===== src/asc_pkg.sv =====
/*
 * Shared constants and types for the speech codec host/serial port block.
 * Assumes one system clock; all pins are synchronous to it.
 */
`default_nettype none

package asc_pkg;
    // host side
    localparam int DATA_W = 8;
    localparam int CMD_ENC_BIT = 0;
    localparam int CMD_LOWRATE_BIT = 1;
    localparam int CMD_LINEAR_BIT = 2;
    localparam int STAT_REQ_BIT = 7;
    localparam int STAT_SPEECH_BIT = 5;
    localparam int STAT_ENC_BIT = 1;
    localparam int STAT_DEC_BIT = 0;
    localparam logic [7:0] DATA_RESET = 8'h00;
    // serial side
    localparam int PCM_W = 16;
    localparam int MULAW_W = 8;
    localparam int CNT_W = 5;
    localparam logic [4:0] LINEAR_BITS = 5'h10;
    localparam logic [4:0] MULAW_BITS = 5'h08;
    // coding
    localparam int CODE_HI_W = 4;
    localparam int CODE_LO_W = 3;
    localparam int THRESH_W = 16;
    localparam int SPEECH_WINDOW = 16;
    localparam int SPEECH_CNT_W = 4;
    localparam int SPEECH_SHIFT = 4;
    localparam int ACC_W = 20;
    // nominal system clock, for reference only
    localparam int SYS_CLK_NOMINAL_KHZ = 8192;

    typedef enum logic [1:0] {
        ASC_MODE_NONE,
        ASC_MODE_ENC,
        ASC_MODE_DEC
    } asc_mode_t;

    typedef struct packed {
        logic linear;
        logic lowRate;
        logic encoder;
    } asc_cmd_t;

    typedef struct packed {
        logic csN;
        logic registerSelect;
        logic wrN;
        logic rdN;
        logic [7:0] data;
    } asc_host_in_t;

    typedef struct packed {
        logic sampleStrobe;
        logic serialClk;
        logic serialInEnable;
        logic serialIn;
        logic serialOutEnable;
    } asc_ser_in_t;
endpackage

`default_nettype wire


===== src/asc_speech_codec_ports.sv =====
/*
 * Host parallel port, serial PCM port and mode control of a speech codec.
 * Host strobes and the serial clock are plain inputs sampled on clk; the
 * quantizer/predictor is replaced by a simple bit-slice stand-in.
 */
`timescale 1ns/10ps
`default_nettype none

// How it works
// - register select high status, low data
// - strobes count only with chip select
// - request reads in encoder, writes in decoder
// - no transfer request before a mode
// - status flag mirrors the pending request once running, set before
// - speech present when level exceeds threshold
// - command taken only while strobe active
// - command taken only while input enabled
// - serial input shifts only when enabled
// - serial output shifts only when enabled
// - output request when PCM sample ready
// - reset clears mode and state
// - one mode only, never both
// - encoder: serial PCM to host ADPCM
// - decoder: host ADPCM to serial PCM
// - two selectable bit rates
// - mu-law or linear PCM selectable
// - single system clock drives everything
// - data bus driven only during read
// - mode held until next reset
// - encoder takes two threshold bytes next
module asc_speech_codec_ports (
    input wire logic clk,
    input wire logic rst,
    input wire asc_pkg::asc_host_in_t hostIn,
    input wire asc_pkg::asc_ser_in_t serIn,
    output logic [7:0] hostDataOut,
    output logic hostDataOe,
    output logic transferRequest,
    output logic speechPresent,
    output logic serialOut,
    output logic serialOutRequest
);
    typedef enum logic [1:0] {
        ST_CMD,
        ST_TH_LO,
        ST_TH_HI,
        ST_RUN
    } asc_state_t;

    asc_state_t state_q;
    asc_pkg::asc_cmd_t cmd_q;
    asc_pkg::asc_mode_t mode_q;
    logic wrPrev_q, rdPrev_q, rdSel_q, sckPrev_q, strobePrev_q;
    logic [7:0] dataReg_q;
    logic [asc_pkg::THRESH_W-1:0] thresh_q;
    logic req_q, half_q;
    logic [3:0] pendCode_q;
    logic [asc_pkg::PCM_W-1:0] inShift_q, outShift_q;
    logic [asc_pkg::CNT_W-1:0] outCnt_q;
    logic [asc_pkg::ACC_W-1:0] acc_q;
    logic [asc_pkg::SPEECH_CNT_W-1:0] speechCnt_q;
    logic [7:0] hostDataOut_q;
    logic hostDataOe_q, speech_q, serialOut_q, outReq_q;

    // host strobe decode; both strobes low is the illegal case and does nothing
    logic wrAct, rdAct, wrStart, rdEnd, dataWr, dataRdDone;
    assign wrAct = !hostIn.csN && !hostIn.wrN && hostIn.rdN;
    assign rdAct = !hostIn.csN && !hostIn.rdN && hostIn.wrN;
    assign wrStart = wrAct && !wrPrev_q;
    assign rdEnd = !rdAct && rdPrev_q;
    assign dataWr = wrStart && !hostIn.registerSelect;
    assign dataRdDone = rdEnd && !rdSel_q;

    logic sckRise, sckFall, strobeRise, running, encRun, decRun;
    assign sckRise = serIn.serialClk && !sckPrev_q;
    assign sckFall = !serIn.serialClk && sckPrev_q;
    assign strobeRise = serIn.sampleStrobe && !strobePrev_q;
    assign running = (state_q == ST_RUN);
    assign encRun = running && (mode_q == asc_pkg::ASC_MODE_ENC);
    assign decRun = running && (mode_q == asc_pkg::ASC_MODE_DEC);

    logic cmdOk;
    assign cmdOk = (state_q == ST_CMD) && dataWr && serIn.sampleStrobe && serIn.serialInEnable;

    // status image: flag is set while commands/thresholds are awaited
    logic [7:0] statusVal;
    always_comb begin
        statusVal = 8'h00;
        statusVal[asc_pkg::STAT_REQ_BIT] = running ? req_q : 1'b1;
        statusVal[asc_pkg::STAT_SPEECH_BIT] = speech_q;
        statusVal[asc_pkg::STAT_ENC_BIT] = (mode_q == asc_pkg::ASC_MODE_ENC);
        statusVal[asc_pkg::STAT_DEC_BIT] = (mode_q == asc_pkg::ASC_MODE_DEC);
    end

    // sample conversion stand-ins
    logic [asc_pkg::PCM_W-1:0] pcmIn;
    logic [3:0] encCode, decNib;
    logic [asc_pkg::PCM_W-1:0] pcmOut;
    always_comb begin
        pcmIn = cmd_q.linear ? inShift_q : {inShift_q[asc_pkg::MULAW_W-1:0], 8'h00};
        encCode = cmd_q.lowRate ? {1'b0, pcmIn[15:13]} : pcmIn[15:12];
        decNib = half_q ? dataReg_q[3:0] : dataReg_q[7:4];
        pcmOut = cmd_q.lowRate ? {decNib[2:0], 13'h0000} : {decNib, 12'h000};
    end

    // edge history
    always_ff @(posedge clk or posedge rst) begin
        if (rst) begin
            wrPrev_q <= 1'b0;
            rdPrev_q <= 1'b0;
            rdSel_q <= 1'b0;
            sckPrev_q <= 1'b0;
            strobePrev_q <= 1'b0;
        end else begin
            wrPrev_q <= wrAct;
            rdPrev_q <= rdAct;
            if (rdAct) begin
                rdSel_q <= hostIn.registerSelect;
            end
            sckPrev_q <= serIn.serialClk;
            strobePrev_q <= serIn.sampleStrobe;
        end
    end

    // command and threshold sequencing; mode sticks until reset
    always_ff @(posedge clk or posedge rst) begin
        if (rst) begin
            state_q <= ST_CMD;
            cmd_q <= '0;
            mode_q <= asc_pkg::ASC_MODE_NONE;
            thresh_q <= '0;
        end else begin
            case (state_q)
                ST_CMD: begin
                    if (cmdOk) begin
                        cmd_q.encoder <= hostIn.data[asc_pkg::CMD_ENC_BIT];
                        cmd_q.lowRate <= hostIn.data[asc_pkg::CMD_LOWRATE_BIT];
                        cmd_q.linear <= hostIn.data[asc_pkg::CMD_LINEAR_BIT];
                        if (hostIn.data[asc_pkg::CMD_ENC_BIT]) begin
                            mode_q <= asc_pkg::ASC_MODE_ENC;
                            state_q <= ST_TH_LO;
                        end else begin
                            mode_q <= asc_pkg::ASC_MODE_DEC;
                            state_q <= ST_RUN;
                        end
                    end
                end
                ST_TH_LO: begin
                    if (dataWr) begin
                        thresh_q[7:0] <= hostIn.data;
                        state_q <= ST_TH_HI;
                    end
                end
                ST_TH_HI: begin
                    if (dataWr) begin
                        thresh_q[15:8] <= hostIn.data;
                        state_q <= ST_RUN;
                    end
                end
                ST_RUN: state_q <= ST_RUN;
                default: state_q <= ST_CMD;
            endcase
        end
    end

    // transfer request: set wins over clear
    logic reqSet, reqClr;
    assign reqSet = (cmdOk && !hostIn.data[asc_pkg::CMD_ENC_BIT])
        || (encRun && strobeRise && half_q)
        || (decRun && strobeRise && half_q);
    assign reqClr = (encRun && dataRdDone) || (decRun && dataWr);
    always_ff @(posedge clk or posedge rst) begin
        if (rst) begin
            req_q <= 1'b0;
        end else begin
            req_q <= reqSet || (req_q && !reqClr);
        end
    end
    assign transferRequest = req_q;

    // data register, half-byte tracking and encoder packing
    always_ff @(posedge clk or posedge rst) begin
        if (rst) begin
            dataReg_q <= asc_pkg::DATA_RESET;
            half_q <= 1'b0;
            pendCode_q <= 4'h0;
        end else begin
            if (encRun && strobeRise) begin
                half_q <= !half_q;
                if (half_q) begin
                    dataReg_q <= {pendCode_q, encCode};
                end else begin
                    pendCode_q <= encCode;
                end
            end else if (decRun && strobeRise) begin
                half_q <= !half_q;
            end
            if (decRun && dataWr && req_q) begin
                dataReg_q <= hostIn.data;
            end
        end
    end

    // serial input capture
    always_ff @(posedge clk or posedge rst) begin
        if (rst) begin
            inShift_q <= '0;
        end else if (sckRise && serIn.serialInEnable) begin
            inShift_q <= {inShift_q[asc_pkg::PCM_W-2:0], serIn.serialIn};
        end
    end

    // serial output: load on sample strobe, shift on falling clock
    always_ff @(posedge clk or posedge rst) begin
        if (rst) begin
            outShift_q <= '0;
            outCnt_q <= '0;
            serialOut_q <= 1'b0;
            outReq_q <= 1'b0;
        end else begin
            if (decRun && strobeRise) begin
                outShift_q <= cmd_q.linear ? pcmOut : {pcmOut[15:8], 8'h00};
                outCnt_q <= cmd_q.linear ? asc_pkg::LINEAR_BITS : asc_pkg::MULAW_BITS;
                outReq_q <= 1'b1;
            end else if (sckFall && serIn.serialOutEnable && outCnt_q != '0) begin
                serialOut_q <= outShift_q[asc_pkg::PCM_W-1];
                outShift_q <= {outShift_q[asc_pkg::PCM_W-2:0], 1'b0};
                outCnt_q <= outCnt_q - 5'h01;
                if (outCnt_q == 5'h01) begin
                    outReq_q <= 1'b0;
                end
            end
        end
    end
    assign serialOut = serialOut_q;
    assign serialOutRequest = outReq_q;

    // speech detection over a window of sample magnitudes
    logic [asc_pkg::PCM_W-1:0] mag;
    logic [asc_pkg::ACC_W-1:0] accNext;
    always_comb begin
        mag = pcmIn[15] ? (~pcmIn + 16'h0001) : pcmIn;
        accNext = acc_q + {4'h0, mag};
    end
    always_ff @(posedge clk or posedge rst) begin
        if (rst) begin
            acc_q <= '0;
            speechCnt_q <= '0;
            speech_q <= 1'b0;
        end else if (encRun && strobeRise) begin
            speechCnt_q <= speechCnt_q + 4'h1;
            if (speechCnt_q == 4'hf) begin
                acc_q <= '0;
                speech_q <= (accNext >> asc_pkg::SPEECH_SHIFT) > {4'h0, thresh_q};
            end else begin
                acc_q <= accNext;
            end
        end
    end
    assign speechPresent = speech_q;

    // host read data, driven only during a selected read
    always_ff @(posedge clk or posedge rst) begin
        if (rst) begin
            hostDataOut_q <= 8'h00;
            hostDataOe_q <= 1'b0;
        end else begin
            hostDataOe_q <= rdAct;
            if (rdAct) begin
                hostDataOut_q <= hostIn.registerSelect ? statusVal : dataReg_q;
            end
        end
    end
    assign hostDataOut = hostDataOut_q;
    assign hostDataOe = hostDataOe_q;
endmodule

`default_nettype wire


===== config.mk =====
export PLATFORM = sky130hd
export DESIGN_NAME = asc_speech_codec_ports
export DESIGN_NICKNAME = d
export VERILOG_FILES = /design/src/asc_pkg.sv /design/src/asc_speech_codec_ports.sv
export SDC_FILE = /design/constraint.sdc
export NUM_CORES = 1
export LEC_CHECK = 0
export ABC_AREA = 1
export BUFFER_PORTS_ARGS = -buffer_cell sky130_fd_sc_hd__buf_2
export CORE_ASPECT_RATIO = 0.5
export CORE_MARGIN = 1
export CORE_UTILIZATION = 41
export DETAILED_ROUTE_END_ITERATION = 12
export MAX_ROUTING_LAYER = met4
export PLACE_DENSITY_LB_ADDON = 0.1
export SLEW_MARGIN = 20
export SYNTH_ARGS = -nofsm -noshare
export SYNTH_HDL_FRONTEND = slang
export SYNTH_SLANG_ARGS = --single-unit

===== constraint.sdc =====
create_clock -name clk -period 10.42 [get_ports clk]
set_clock_uncertainty 0.05 [all_clocks]
set_input_delay 2.084 -clock clk [delete_from_list [all_inputs] [get_ports clk]]
set_output_delay 2.084 -clock clk [all_outputs]
set_load 0.01 [all_outputs]

==> flow_summary_export.csv <==
group,metric,value,unit
timing,timing.setup.tns,0,ns
grt,grt_pass1_wl,25620,µm
yosys,synth-seq-cells,101,
critical_path,worstSetupStartpointType,"flip-flop",
clock_tree,cts_sinks,101,
grt,antenna_found_initial,0,
final_layout,num_antenna_cells,0,
routing,wl_per_cell,14.66,µm
timing,max_slew.worst_pin.slew,0.8513,ns
clock_tree,cts_tree,"built",
final_layout,fin_nets,927,
power,powerDensity,196.2,nW/µm²
timing,rsz0062_at_grt,"false",
final_layout,layout_commonest_cell,"nand2_1",
clock_tree,numCtsBuffers,9,
floorplanning,core,14740,µm²
routing,drt_iter0_markers,349,
timing,finalSetupViolations,0,
routing,via_per_inst,4.950,
yosys,yosys_warnings,0,
placed_design,post-place-ws,6.127,ns
timing,worst_slack,6.098,ns
final_layout,syn2layout_area_growth,9.960,%
hold_path,whs_path_depth,1,
timing,post-route-min-period,4.322,ns
clock_tree,cts_buffer_depth,2,
placed_design,port_buffers,31,
yosys,synth_cell_types,42,
hold_path,hold_path.class,"flip-flop to flip-flop",
final_layout,drive_above_1_share,0.09725,
final_layout,layout_common_cells,"251 x nand2_1, 116 x inv_1, 101 x dfrtp_1",
run,cap_viol_max_count,0,
floorplanning,fp-row-count,31,
routing,drt_wl_total,15710,µm
floorplanning,die-area,15880,µm²
critical_path,crit_fanout,26,
timing,finalHoldViolations,0,
timing,max_freq,0.2314,GHz
grt,overflow,0,
clock_tree,cts_hold_buf,0,
final_layout,design_area,6920,µm²
timing,slew_headroom,0.4325,
yosys,ys_seq_area_frac,0.4016,
final_layout,fillers,1494,
grt,grt_start_max_net_pins,66,
floorplanning,die_x,177.2,µm
timing,final.period_utilization,0.4148,
power,irDropWorstVdd,0.00008961,V
clock_tree,cts_setup_buffers,0,
critical_path,cp-end-kind,"flip-flop",
yosys,syn_inst,839,
clock_tree,path_clk_slew,0.07,ns
timing,slew_violations,0,
grt,first_global_vias,4899,
critical_path,r2r_cells,23,
power,p_leak,3.705,nW
clock_tree,htreeDepth,3,
clock_tree,post_cts_resize_count,0,
routing,detail-route-antenna-nets,0,
yosys,ys_async_sr_fraction,1.000,
run_status,status,"complete, no violations",
yosys,synth_edf_count,0,
routing,num_vias,5306,
floorplanning,die_y,89.61,µm
grt,track_usage,0.2174,
yosys,synth-main-ff-cell,"dfrtp_1",
critical_path,arrival,4.51,ns
yosys,syn_avg_cell_area,7.501,µm²
clock_tree,insertion_delay,0.36,ns
placed_design,placed_area,6623,µm²
critical_path,crit_required,10.61,ns
placed_design,place_hpwl,12340,µm
critical_path,worst-r2r-setup-slack,6.10,ns
clock_tree,cts-root-buf,"clkbuf_16",
critical_path,path_class,"flip-flop to flip-flop",
floorplanning,ios,32,
yosys,syn-num-nets,897,
placed_design,gp_congestion,0.9323,
yosys,mappedNetlistArea,6294,µm²
final_layout,final_core_util,0.4695,
floorplanning,start_util,0.4270,
routing,route.detailed.drc,0,
routing,drtPass1Iterations,4,
routing by layer:
metal	GRT usage	share of wire	vias to the layer above
met5	-	0	-
li1	-	-	2738
met2	0.3121	0.40	76
met1	0.3215	0.55	2482
met4	0.03997	0.0053	0
met3	0.03367	0.036	10
critical path: stages (launching register included):
cell,delay [ns]
dfrtp_1,0.86
nand2_2,0.17
ha_1,0.25
inv_1,0.07
nor2_2,0.05
nand2_1,0.05
nor2_1,0.07
nand3_1,0.07
nand2_1,0.07
xor2_1,0.19
inv_1,0.07
ha_1,0.33
nand2_1,0.15
inv_1,0.05
a21oi_1,0.18
nand3_1,0.22
or2_2,0.34
and2_1,0.15
ha_1,0.30
nand4_1,0.11
nor3_1,0.20
a21oi_1,0.10
nand2_1,0.07
nand2_1,0.04
report_power, final:
| group | internal (mW) | total [mW] | switching, mW | leakage [nW] |
|---|---|---|---|---|
| registers | 0.466 | 0.521 | 0.0545 | 1.24 |
| clock network | 0.167 | 0.331 | 0.164 | 0.136 |
| logic | 0.182 | 0.506 | 0.324 | 2.33 |
per-stage QoR:
step / power (mW) / instances / hold slack [ns]
final: 1.358 / 1072 / 0.4267
after global routing: 1.466 / 1072 / 0.4476
after CTS: 1.366 / 1071 / 0.4303
after detailed placement: 1.033 / 1055 / 0.4126
after global placement: 1.024 / 1055 / 0.4084
after floorplan: 0.8902 / 839 / 0.3922
worst paths after layout:
kind	startpoint	to
max	cmd_q[2]	speechPresent
min	speechCnt_q[3]	speechCnt_q[3]
max reg2reg	cmd_q[2]	speechPresent
min reg2reg	speechCnt_q[3]	speechCnt_q[3]
max in group asynchronous	rst	acc_q[9]
min in group asynchronous	rst	outCnt_q[0]
cells in the mapped netlist (9+ instances only):
master	n	area share
xnor2_1	12	0.017
nand3_1	49	0.039
dfrtp_1	101	0.40
and2_1	14	0.014
nor2_1	53	0.032
o21ai_0	50	0.040
nand2_1	251	0.15
a21oi_1	48	0.038
o21ai_1	9	0.0072
inv_1	117	0.070
xor2_1	10	0.014
ha_1	38	0.076
state kept, by name, indices dropped and copies added, names as in the netlist, 2 cells and up:
name	cells
acc_q	20
cmd_q	2
dataReg_q	8
hostDataOut	8
inShift_q	16
mode_q	2
outCnt_q	5
outShift_q	4
pendCode_q	4
speechCnt_q	4
state_q	2
thresh_q	16
cell type report:
| class | instances | area (µm²) | share of cell area |
|---|---|---|---|
| Sequential cell | 101 | 2527 | 0.3652 |
| Clock buffer | 10 | 229.0 | 0.03309 |
| Multi-Input combinational cell | 604 | 3232 | 0.4670 |
| Clock inverter | 6 | 53.80 | 0.007774 |
| Tap cell | 198 | 247.7 | 0.03580 |
| Inverter | 120 | 452.9 | 0.06545 |
| Timing Repair Buffer | 33 | 177.7 | 0.02567 |
cell families after synthesis:
logic type | count (synthesis) | share of synthesized area
AO/OA/AOI/OAI | 124 | 0.1076
XOR/XNOR | 22 | 0.03062
adder cells (fa/ha/maj) | 39 | 0.07873
buffers and inverters | 134 | 0.08489
flip-flops | 101 | 0.4016
multiplexers | 6 | 0.01034
AND/OR/NAND/NOR | 413 | 0.2863
Note: power is estimated with default switching activity, not from simulation.
